--- src/sfcw_consts.vh ---
/*
 * constants for the servo focus/track control word block: register map,
 * field positions, reset values and timing.
 * assumes a 40 MHz core clock and an AXI4-Lite master with 32-bit data.
 */
// What this block does
// bias step 1,2,4,8 per cycle
// bias updates once per sampling cycle
// dac carries data word when selected
// surf jump freezes tracking filter output
// brake masks drive using sampled mirror
// mirror high masks tracking filter input; code masks only with brake and input-mask bits both set
// focus/track gain 0,6,12,18 dB
`ifndef SFCW_CONSTS_VH
`define SFCW_CONSTS_VH

// register byte addresses
`define SFCW_CTRL_ADDR      4'h0
`define SFCW_DWORD_ADDR     4'h4
`define SFCW_STAT_ADDR      4'h8
`define SFCW_ADDR_W         4

// control word fields
`define SFCW_BIAS_ON_BIT    14
`define SFCW_BIAS_SS_BIT    13
`define SFCW_BIAS_UP_BIT    12
`define SFCW_STEP_HI        11
`define SFCW_STEP_LO        10
`define SFCW_FZC_SRC_BIT    9
`define SFCW_JREL_BIT       8
`define SFCW_FGAIN_HI       7
`define SFCW_FGAIN_LO       6
`define SFCW_TGAIN_HI       5
`define SFCW_TGAIN_LO       4
`define SFCW_DAC_SRC_BIT    3
`define SFCW_SJ_HOLD_BIT    2
`define SFCW_BRAKE_BIT      1
`define SFCW_IN_MASK_BIT    0
`define SFCW_CTRL_W         15
`define SFCW_CTRL_RST       15'h0000
`define SFCW_DWORD_RST      16'h0000

// axi responses
`define SFCW_RESP_OKAY      2'b00
`define SFCW_RESP_SLVERR    2'b10

// focus servo sampling rate against the core clock
`define SFCW_CLK_HZ         40000000
`define SFCW_SAMPLE_HZ      88200
`define SFCW_SAMPLE_CYC     (`SFCW_CLK_HZ / `SFCW_SAMPLE_HZ)

`endif

--- src/sfcw_bias_ctr.v ---
/*
 * focus bias counter: moves by a selectable step once per sampling strobe.
 * assumes the strobe is one core clock wide and ce gates all state.
 */
`timescale 1ns/1ps
`default_nettype none
`include "sfcw_consts.vh"
module sfcw_bias_ctr #(
  parameter W = 10
) (
  input  wire         core_clk_in,
  input  wire         sys_rst_in,
  input  wire         ce_in,
  input  wire         tick_in,
  input  wire         on_in,
  input  wire         ss_in,
  input  wire         up_in,
  input  wire [1:0]   step_sel_in,
  output reg  [W-1:0] count_out
);
  wire [W:0] step;
  wire [W:0] sum_up;
  wire [W:0] sum_dn;
  wire [W:0] max_v;

  // step 1/2/4/8
  assign step   = {{W{1'b0}}, 1'b1} << step_sel_in;
  assign sum_up = {1'b0, count_out} + step;
  assign sum_dn = {1'b0, count_out} - step;
  assign max_v  = {1'b0, {W{1'b1}}};

  // one move per strobe, saturating at both ends
  always @(posedge core_clk_in or posedge sys_rst_in) begin
    if (sys_rst_in) begin
      count_out <= {W{1'b0}};
    end else if (ce_in && tick_in && on_in && ss_in) begin
      if (up_in)
        count_out <= (sum_up > max_v) ? {W{1'b1}} : sum_up[W-1:0];
      else
        count_out <= sum_dn[W] ? {W{1'b0}} : sum_dn[W-1:0];
    end
  end
endmodule // sfcw_bias_ctr
`default_nettype wire

--- src/sfcw_top.v ---
/*
 * servo focus/track control word: axi4-lite register slave, focus bias
 * stepping, drive gain, dac source select, surf jump hold and brake masks.
 * assumes all servo inputs are synchronous to core_clk_in and that the
 * brake and surf jump levels come from the servo sequencer.
 */
// Decided for this implementation: the address map and the AXI4-Lite interface to the registers.
`timescale 1ns/1ps
`default_nettype none
`include "sfcw_consts.vh"
module sfcw_top #(
  parameter DW     = 16,
  parameter BIAS_W = 10
) (
  input  wire              core_clk_in,
  input  wire              sys_rst_in,
  input  wire              ce_in,
  // axi4-lite slave
  input  wire [31:0]       s_axi_awaddr,
  input  wire              s_axi_awvalid,
  output reg               s_axi_awready,
  input  wire [31:0]       s_axi_wdata,
  input  wire [3:0]        s_axi_wstrb,
  input  wire              s_axi_wvalid,
  output reg               s_axi_wready,
  output reg  [1:0]        s_axi_bresp,
  output reg               s_axi_bvalid,
  input  wire              s_axi_bready,
  input  wire [31:0]       s_axi_araddr,
  input  wire              s_axi_arvalid,
  output reg               s_axi_arready,
  output reg  [31:0]       s_axi_rdata,
  output reg  [1:0]        s_axi_rresp,
  output reg               s_axi_rvalid,
  input  wire              s_axi_rready,
  // servo datapath
  input  wire [DW-1:0]     focus_filt_in,
  input  wire [DW-1:0]     track_filt_in,
  input  wire [DW-1:0]     track_err_in,
  input  wire [DW-1:0]     audio_in,
  input  wire              mirror_sig_in,
  input  wire              track_zero_cross_in,
  input  wire              surf_jump_in,
  input  wire              brake_active_in,
  output reg  [DW-1:0]     focus_drive_out,
  output reg  [DW-1:0]     track_drive_out,
  output reg  [DW-1:0]     track_filt_feed_out,
  output reg  [DW-1:0]     dac_data_out,
  output reg  [BIAS_W-1:0] focus_bias_counter_out,
  output reg               sample_tick_out,
  output reg               fzc_slice_src_sel_out,
  output reg               jump_release_ctl_out
);
  // divider end point, cut to the divider width on purpose
  localparam integer SAMPLE_CYC  = `SFCW_SAMPLE_CYC;
  localparam [8:0]   SAMPLE_LAST = SAMPLE_CYC[8:0] - 9'h001;

  // signed left shift by 0..3 with saturation
  function [DW-1:0] sat_gain;
    input [DW-1:0] x;
    input [1:0]    sh;
    reg   [DW+2:0] ext;
    reg   [DW+2:0] shf;
    begin
      ext = {{3{x[DW-1]}}, x};
      shf = ext << sh;
      if (shf[DW+2:DW-1] == {4{1'b0}} || shf[DW+2:DW-1] == {4{1'b1}})
        sat_gain = shf[DW-1:0];
      else if (shf[DW+2])
        sat_gain = {1'b1, {(DW-1){1'b0}}};
      else
        sat_gain = {1'b0, {(DW-1){1'b1}}};
    end
  endfunction

  reg  [`SFCW_CTRL_W-1:0] ctrl_reg;
  reg  [DW-1:0]           dword_reg;
  reg  [8:0]              div_reg;
  reg                     tick_reg;
  reg                     aw_got_reg;
  reg                     w_got_reg;
  reg  [`SFCW_ADDR_W-1:0] awaddr_reg;
  reg  [31:0]             wdata_reg;
  reg  [3:0]              wstrb_reg;
  reg                     tzc_prev_reg;
  reg                     track_cancel_sig_reg;
  reg                     sj_prev_reg;
  reg  [DW-1:0]           sj_hold_val_reg;
  reg  [31:0]             rdata_next;
  reg  [1:0]              rresp_next;
  wire [BIAS_W-1:0]       bias_count;
  wire                    aw_have;
  wire                    w_have;
  wire [`SFCW_ADDR_W-1:0] wr_addr;
  wire [31:0]             wr_data;
  wire [3:0]              wr_strb;
  wire                    sj_hold_now;
  wire                    cancel_mask;
  wire                    input_mask;
  wire [DW-1:0]           track_gained;

  // sampling cycle strobe
  always @(posedge core_clk_in or posedge sys_rst_in) begin
    if (sys_rst_in) begin
      div_reg  <= 9'h000;
      tick_reg <= 1'b0;
    end else if (ce_in) begin
      tick_reg <= (div_reg == SAMPLE_LAST);
      div_reg  <= (div_reg == SAMPLE_LAST) ? 9'h000 : div_reg + 9'h001;
    end
  end

  // bias counter stepping
  sfcw_bias_ctr #(
    .W (BIAS_W)
  ) u_bias (
    .core_clk_in (core_clk_in),
    .sys_rst_in  (sys_rst_in),
    .ce_in       (ce_in),
    .tick_in     (tick_reg),
    .on_in       (ctrl_reg[`SFCW_BIAS_ON_BIT]),
    .ss_in       (ctrl_reg[`SFCW_BIAS_SS_BIT]),
    .up_in       (ctrl_reg[`SFCW_BIAS_UP_BIT]),
    .step_sel_in (ctrl_reg[`SFCW_STEP_HI:`SFCW_STEP_LO]),
    .count_out   (bias_count)
  );

  // write channel: address and data taken in either order
  assign aw_have = aw_got_reg | (s_axi_awvalid & s_axi_awready);
  assign w_have  = w_got_reg | (s_axi_wvalid & s_axi_wready);
  assign wr_addr = aw_got_reg ? awaddr_reg : s_axi_awaddr[`SFCW_ADDR_W-1:0];
  assign wr_data = w_got_reg ? wdata_reg : s_axi_wdata;
  assign wr_strb = w_got_reg ? wstrb_reg : s_axi_wstrb;

  always @(posedge core_clk_in or posedge sys_rst_in) begin
    if (sys_rst_in) begin
      s_axi_awready <= 1'b0;
      s_axi_wready  <= 1'b0;
      s_axi_bvalid  <= 1'b0;
      s_axi_bresp   <= `SFCW_RESP_OKAY;
      aw_got_reg    <= 1'b0;
      w_got_reg     <= 1'b0;
      awaddr_reg    <= {`SFCW_ADDR_W{1'b0}};
      wdata_reg     <= 32'h0000_0000;
      wstrb_reg     <= 4'h0;
      ctrl_reg      <= `SFCW_CTRL_RST;
      dword_reg     <= `SFCW_DWORD_RST;
    end else if (ce_in) begin
      s_axi_awready <= ~aw_have & ~s_axi_bvalid & ~s_axi_awready;
      s_axi_wready  <= ~w_have & ~s_axi_bvalid & ~s_axi_wready;
      if (s_axi_awvalid && s_axi_awready) begin
        aw_got_reg <= 1'b1;
        awaddr_reg <= s_axi_awaddr[`SFCW_ADDR_W-1:0];
      end
      if (s_axi_wvalid && s_axi_wready) begin
        w_got_reg <= 1'b1;
        wdata_reg <= s_axi_wdata;
        wstrb_reg <= s_axi_wstrb;
      end
      if (aw_have && w_have && !s_axi_bvalid) begin
        aw_got_reg    <= 1'b0;
        w_got_reg     <= 1'b0;
        s_axi_awready <= 1'b0;
        s_axi_wready  <= 1'b0;
        s_axi_bvalid  <= 1'b1;
        s_axi_bresp   <= `SFCW_RESP_OKAY;
        // byte lanes: low two lanes hold the 16-bit words
        case (wr_addr)
          `SFCW_CTRL_ADDR: begin
            if (wr_strb[0])
              ctrl_reg[7:0] <= wr_data[7:0];
            if (wr_strb[1])
              ctrl_reg[`SFCW_CTRL_W-1:8] <= wr_data[`SFCW_CTRL_W-1:8];
          end
          `SFCW_DWORD_ADDR: begin
            if (wr_strb[0])
              dword_reg[7:0] <= wr_data[7:0];
            if (wr_strb[1])
              dword_reg[DW-1:8] <= wr_data[DW-1:8];
          end
          `SFCW_STAT_ADDR: begin
            s_axi_bresp <= `SFCW_RESP_OKAY; // read-only, write ignored
          end
          default: begin
            s_axi_bresp <= `SFCW_RESP_SLVERR;
          end
        endcase
      end else if (s_axi_bvalid && s_axi_bready) begin
        s_axi_bvalid <= 1'b0;
      end
    end
  end

  // read decode
  always @* begin
    rdata_next = 32'h0000_0000;
    rresp_next = `SFCW_RESP_OKAY;
    case (s_axi_araddr[`SFCW_ADDR_W-1:0])
      `SFCW_CTRL_ADDR:  rdata_next[`SFCW_CTRL_W-1:0] = ctrl_reg;
      `SFCW_DWORD_ADDR: rdata_next[DW-1:0] = dword_reg;
      `SFCW_STAT_ADDR:  rdata_next = {14'h0000, sj_hold_now, track_cancel_sig_reg,
                                      {(16-BIAS_W){1'b0}}, bias_count};
      default:          rresp_next = `SFCW_RESP_SLVERR;
    endcase
  end

  // read channel: answer one cycle after address taken
  always @(posedge core_clk_in or posedge sys_rst_in) begin
    if (sys_rst_in) begin
      s_axi_arready <= 1'b0;
      s_axi_rvalid  <= 1'b0;
      s_axi_rdata   <= 32'h0000_0000;
      s_axi_rresp   <= `SFCW_RESP_OKAY;
    end else if (ce_in) begin
      if (s_axi_arvalid && s_axi_arready) begin
        s_axi_arready <= 1'b0;
        s_axi_rvalid  <= 1'b1;
        s_axi_rdata   <= rdata_next;
        s_axi_rresp   <= rresp_next;
      end else if (s_axi_rvalid && s_axi_rready) begin
        s_axi_rvalid  <= 1'b0;
      end else begin
        s_axi_arready <= ~s_axi_rvalid;
      end
    end
  end

  // hold active while jumping with hold bit set
  assign sj_hold_now  = surf_jump_in & sj_prev_reg & ctrl_reg[`SFCW_SJ_HOLD_BIT];
  // cancel masks drive during braking
  assign cancel_mask  = ~ctrl_reg[`SFCW_BRAKE_BIT] & brake_active_in & track_cancel_sig_reg;
  // mirror high masks filter input when brake and input-mask bits are both set
  assign input_mask   = ctrl_reg[`SFCW_BRAKE_BIT] & ctrl_reg[`SFCW_IN_MASK_BIT] & mirror_sig_in;
  // tracking gain into drive stage
  assign track_gained = sat_gain(track_filt_in, ctrl_reg[`SFCW_TGAIN_HI:`SFCW_TGAIN_LO]);

  // mirror capture and surf jump tracking
  always @(posedge core_clk_in or posedge sys_rst_in) begin
    if (sys_rst_in) begin
      tzc_prev_reg         <= 1'b0;
      track_cancel_sig_reg <= 1'b0;
      sj_prev_reg          <= 1'b0;
      sj_hold_val_reg      <= {DW{1'b0}};
    end else if (ce_in) begin
      tzc_prev_reg <= track_zero_cross_in;
      sj_prev_reg  <= surf_jump_in;
      // sample mirror on zero-cross edge
      if (track_zero_cross_in != tzc_prev_reg)
        track_cancel_sig_reg <= mirror_sig_in;
      // capture value at jump start
      if (surf_jump_in && !sj_prev_reg)
        sj_hold_val_reg <= track_gained;
    end
  end

  // output stage
  always @(posedge core_clk_in or posedge sys_rst_in) begin
    if (sys_rst_in) begin
      focus_drive_out        <= {DW{1'b0}};
      track_drive_out        <= {DW{1'b0}};
      track_filt_feed_out    <= {DW{1'b0}};
      dac_data_out           <= {DW{1'b0}};
      focus_bias_counter_out <= {BIAS_W{1'b0}};
      sample_tick_out        <= 1'b0;
      fzc_slice_src_sel_out  <= 1'b0;
      jump_release_ctl_out   <= 1'b0;
    end else if (ce_in) begin
      // focus gain into drive stage
      focus_drive_out <= sat_gain(focus_filt_in, ctrl_reg[`SFCW_FGAIN_HI:`SFCW_FGAIN_LO]);
      // held or masked tracking drive
      if (cancel_mask)
        track_drive_out <= {DW{1'b0}};
      else if (sj_hold_now)
        track_drive_out <= sj_hold_val_reg;
      else
        track_drive_out <= track_gained;
      // masked filter input
      track_filt_feed_out <= input_mask ? {DW{1'b0}} : track_err_in;
      // dac source select
      dac_data_out <= ctrl_reg[`SFCW_DAC_SRC_BIT] ? dword_reg : audio_in;
      focus_bias_counter_out <= bias_count;
      sample_tick_out        <= tick_reg;
      fzc_slice_src_sel_out  <= ctrl_reg[`SFCW_FZC_SRC_BIT];
      jump_release_ctl_out   <= ctrl_reg[`SFCW_JREL_BIT];
    end
  end
endmodule // sfcw_top
`default_nettype wire
--- config.mk ---
export PLATFORM = sky130hd
export DESIGN_NAME = sfcw_top
export DESIGN_NICKNAME = d
export VERILOG_FILES = /design/src/sfcw_bias_ctr.v /design/src/sfcw_top.v
export VERILOG_INCLUDE_DIRS = /design/src
export SDC_FILE = /design/constraint.sdc
export NUM_CORES = 1
export LEC_CHECK = 0
export CAP_MARGIN = 20
export CORE_MARGIN = 2
export CORE_UTILIZATION = 50
export DETAILED_ROUTE_END_ITERATION = 8
export DONT_BUFFER_PORTS = 1
export HOLD_SLACK_MARGIN = 0.05
export PLACE_DENSITY = 0.79
export RECOVER_POWER = 25
export SLEW_MARGIN = 20
export SYNTH_ARGS = -nofsm -noshare
export SYNTH_HDL_FRONTEND = slang
export SYNTH_SLANG_ARGS = --single-unit
export TNS_END_PERCENT = 1
--- constraint.sdc ---
create_clock -name core_clk_in -period 7.9 [get_ports core_clk_in]
set_input_delay 2.37 -clock core_clk_in [delete_from_list [all_inputs] [get_ports core_clk_in]]
set_output_delay 2.37 -clock core_clk_in [all_outputs]
set_load 0.03 [all_outputs]
# After elaboration in Yosys (flattened, before gate mapping)
# Cells that the tools add are included.
dict set report classes {
  magnitude_cmp 1
  n_mux 32
  n_div 0
  bitwise_logic 21
  addsub 3
  shifts 3
  reduce_logical 40
  eq_ne 9
  mul 0
}
# cell count
set ops {}
lappend ops {{$mux W16} 9}
lappend ops {{$pmux W15 S3} 1}
lappend ops {{$shl A19 B2 Y19} 2}
lappend ops {{$mux W10} 3}
lappend ops {{$reduce_and A2 Y1} 11}
lappend ops {{$eq A4 B4 Y1 const B} 4}
lappend ops {{$logic_not A4 Y1} 4}
lappend ops {{$reduce_and A4 Y1} 4}
lappend ops {{$mux W1} 13}
lappend ops {{$and A1 B1 Y1} 12}
lappend ops {{$add A10 B11 Y11} 1}
lappend ops {{$gt A11 B10 Y1 const B} 1}
lappend ops {{$logic_and A1 B1 Y1} 11}
lappend ops {{$shl A1 B2 Y11 const A} 1}
lappend ops {{$sub A10 B11 Y11} 1}
lappend ops {{$add A9 B1 Y9 const B} 1}
lappend ops {{$eq A9 B9 Y1 const B} 1}
lappend ops {{$mux W9} 1}
lappend ops {{$eq A4 B3 Y1 const B} 2}
lappend ops {{$mux W2} 4}
lappend ops {{$reduce_bool A2 Y1} 4}
lappend ops {{$not A1 Y1} 7}
lappend ops {{$reduce_or A3 Y1} 2}
lappend ops {{$mux W4} 1}
lappend ops {{other kinds (5)} 8}
dict set report word_totals {
  register_bits 212
  romBits 0
  output_inout_bits 118
  ramBits 0
  n_memories 0
  latch_bits 0
}

# Depth between registers and ports, before layout
dict set report logic_depth {
  ltp_word 6
  ltp_mapped 9
}

# Modules after synthesis
# A second synthesis with hierarchy kept.
dict set report unflattened {
  cells_unflattened 911
  area_unflattened_um2 10073.4
}
# mod n_inst cells_each area_each_um2
set by_module_without_submodules {}
lappend by_module_without_submodules {sfcw_top 1 758 8896.0}
lappend by_module_without_submodules {sfcw_bias_ctr 1 153 1177.4}

# Least setup slack after synthesis
# OpenSTA, ideal clock, no wires.
dict set report synth_path {
  path_kind {in2reg}
  start {input port ce_in}
  end {register ctrl_reg[0]}
  required_ns 7.775
  arrival_time_ns 3.682
  setup_slack_ns 4.093
  path_stages 6
  path_buffers 1
  cell_sequence {buf_4 -> inv_2 -> nor4_4 -> nand3_2 -> nor2_4 -> mux2_2}
}
dict set report synth_between {
  elab_chain_len 1
}
# item line
set synth_lines {}
lappend synth_lines {{start: declaration} sfcw_top.v:17} ;# input wire ce_in,
lappend synth_lines {{$reduce_and A4 Y1 (no source line)} --}
lappend synth_lines {{end signal: assignment} sfcw_top.v:146} ;# ctrl_reg <= `SFCW_CTRL_RST;
lappend synth_lines {{end signal: assignment} sfcw_top.v:171} ;# ctrl_reg[7:0] <= wr_data[7:0];
lappend synth_lines {{end signal: indexed assignment} sfcw_top.v:173} ;# ctrl_reg[`SFCW_CTRL_W-1:8] <= wr_data[`SFCW_CTRL_W-1:8];
lappend synth_lines {{end: declaration} sfcw_top.v:76} ;# reg [`SFCW_CTRL_W-1:0] ctrl_reg;
# Every way passes these cells.
# A chain may end at the register's enable or synchronous reset.

==> metrics.txt <==
Worst Path Class, Setup in2async; Biggest register s_axi_rdata; Comb pwr share 0.196; worst path buffer plus inverter count 2; ys async rst share 1.00; clock share of power 0.262; Fmax 0.219 GHz; Tot Pwr 3.14 mW; leakage power 4.41 nW; WL final 23,100 microns; final non-filler cell total 1,136; CTS resizes 0; Worst VDD drop 0.176 mV; Starting Density 0.511; worst setup path end dac_data_out[7]; Worst Path Max Fanout 135; Via density 6.03; Routed Antenna Nets 0; delay-heaviest family, CP buffers and inverters; RSZ-0062 raised after global routing no; CTS buffer count 17; CP peak stage delay 1.70 ns; chip height 145 microns; flip-flop and latch area 4910 sq um; HP Class reg2reg; Multi-input gate area 4690 sq um; Crit. End Element async pin; row cnt 51; DIE WIDTH 145 microns; clock sinks 196; reg2reg start ctrl_reg[11]; number of port buffers 0; Avg Inst Size Synth 11.2 sq um; period utilization 0.579; wire per inst 20.4 microns; final hold violation count 0; max-cap violations 2; Clock Tree Buf Depth 2; Max Slew Vio Count 136; sw frac 0.364; Clock transition at path regs 0.07 ns; GRT Total Usage 0.218; DP HPWL 16,300 microns; ratio of cells with drive above 1 in the final layout 0.202; initial antenna violation count 0; Levels on crit path 2; worst skew pair latency 0.43 ns; Clock Skews 0.0132 ns; internal power 2.00 mW; Crit-path slowest cell clkinvlp_4; Yosys reg bits 196; DR iter-0 viols 483; Via Count 6,849; sequential share of the synthesized area 0.491; critical path data arrival time 5.04 ns; core footprint 19,500 sq um; DRC Markers 0; RePlAce Congestion 0.930; area growth from synthesis to layout 6.06%; post-route minimum period 4.57 ns; commonest cells after routing, fill and taps aside dfrtp_1, mux2_2, nand2_1; PD cells 297 nW/um^2; dpl cells 1,104; r2r setup slk 5.14 ns; Ys Warns 0; hold buffer count at CTS 0; Max-slew headroom -0.899; Initial DRT Pass Iterations 5; Hold WS 0.486 ns; Setup crit start sys_rst_in; CP required 8.37 ns; worst path cell trace clkinvlp_4 > buf_4; Startpoint Class input pin; Slew @ Worst Pin 2.85 ns; Cells after Synth 894; Layout Nets 1,046; first-pass GRT wire length 37,000 microns; Post-CTS Setup Bufs 0; Final Setup Violations 0; root buffer cell clkbuf_16; CTS tree yes; Flop pwr share 0.542; Synth Cell Area 9980 sq um; antenna fix cells 0; Primary FF master, synth dfrtp_1; violations in the final reports max-capacitance violations, max-slew violations; EDFF count, synth 0; status finished, violations left; final-layout fill cell count 1,683; final setup TNS 0 ns; H-tree levels 4; number of global-route vias before repair 6,746; Distinct cells, synth 69; Crit Reg-Reg Endpoint u_bias.count_out[8]; max FFs per register 18; R2R depth 8; Final Core Density 0.542; NetSw 1.15 mW; Ports 294; largest net degree at the start of global routing 136; full die area 21,100 sq um; most common cell after layout, fill and taps aside dfrtp_1; total gr overflow 0
kinds of logic (layout without fill, tap and decap cells):
kind of cell / after synthesis / in the layout / share of synthesized area
AND/OR/NAND/NOR: 212 / 212 / 0.106
buffers and inverters: 94 / 56 / 0.0468
other: 1 / 16 / 0.000376
flip-flops: 196 / 196 / 0.491
adder cells (fa/ha/maj): 12 / 12 / 0.0165
XOR/XNOR: 9 / 9 / 0.00790
AO/OA/AOI/OAI: 212 / 212 / 0.143
multiplexers: 158 / 158 / 0.188
tightest hold or removal path: stages, from the launching register on:
cell     delay (ns)
dfrtp_1        0.34
nand2_1        0.04
o21ai_0        0.06
stage by stage:
step	worst slack [ns]	instance area, sq um
after CTS	4.09	10600
final	3.33	10600
after global placement	3.67	10000
after detailed placement	3.64	10000
after global routing	2.70	10600
after floorplan	0.189	10000
layer usage:
layer	up-vias	part of all wire	GRT usage
met5	-	0	0
met4	0	0.031	0.0917
met3	42	0.072	0.0626
met2	234	0.48	0.347
met1	3426	0.42	0.281
li1	3147	-	-
cells in the mapped netlist, drive strengths merged (2+ instances only):
library cell / number / share of area
nor2b: 18 / 0.011
clkbuf: 29 / 0.011
nor3b: 4 / 0.0030
and4: 2 / 0.0019
o22a: 13 / 0.011
dfrtp: 196 / 0.49
nand3: 13 / 0.0075
nand3b: 2 / 0.0015
a21oi: 47 / 0.024
o21bai: 3 / 0.0023
a22o: 16 / 0.014
nor4: 4 / 0.0040
a2111oi: 2 / 0.0036
a21o: 6 / 0.0045
a211oi: 5 / 0.0038
a31oi: 6 / 0.0038
mux2: 102 / 0.12
mux2i: 43 / 0.043
o211ai: 5 / 0.0038
nand4: 5 / 0.0038
o21a: 5 / 0.0038
ha: 10 / 0.013
o221ai: 18 / 0.016
nor3: 11 / 0.0055
nand2: 94 / 0.035
buf: 46 / 0.029
or3: 3 / 0.0024
fa: 2 / 0.0040
nor2: 42 / 0.020
mux4: 13 / 0.029
a22oi: 15 / 0.011
or2: 4 / 0.0025
o31a: 2 / 0.0018
and3: 3 / 0.0019
xor2: 4 / 0.0035
nand2b: 3 / 0.0019
inv: 19 / 0.0071
xnor2: 5 / 0.0044
o21ai: 57 / 0.029
power groups by stage:
stage,clock network (mW),logic (mW),registers (mW)
2_1_floorplan,0,0.589,1.58
6_report,0.823,0.617,1.70
4_1_cts,0.834,0.621,1.70
3_3_place_gp,0,0.593,1.71
5_1_grt,0.882,0.685,1.74
3_5_place_dp,0,0.616,1.72
cell type report:
class	count	share of cell area
Inverter	19	0.00709
Multi-Input combinational cell	619	0.443
Timing Repair Buffer	5	0.00319
Clock buffer	19	0.0409
Clock inverter	13	0.0108
Sequential cell	196	0.464
Tap cell	265	0.0313
worst min-delay path by stage:
stage | slack (ns) | end | start | cells past startpoint
6_report | 0.49 | sj_hold_val_reg[2] | sj_hold_val_reg[2] | 2
5_1_grt | 0.51 | sj_hold_val_reg[3] | sj_hold_val_reg[3] | 2
4_1_cts | 0.49 | sj_hold_val_reg[10] | sj_hold_val_reg[10] | 2
3_5_place_dp | 0.47 | sj_hold_val_reg[5] | sj_hold_val_reg[5] | 2
3_3_place_gp | 0.46 | sj_hold_val_reg[12] | sj_hold_val_reg[12] | 2
2_1_floorplan | 0.45 | sj_hold_val_reg[0] | sj_hold_val_reg[0] | 2
(Power assumes the default switching activity.)
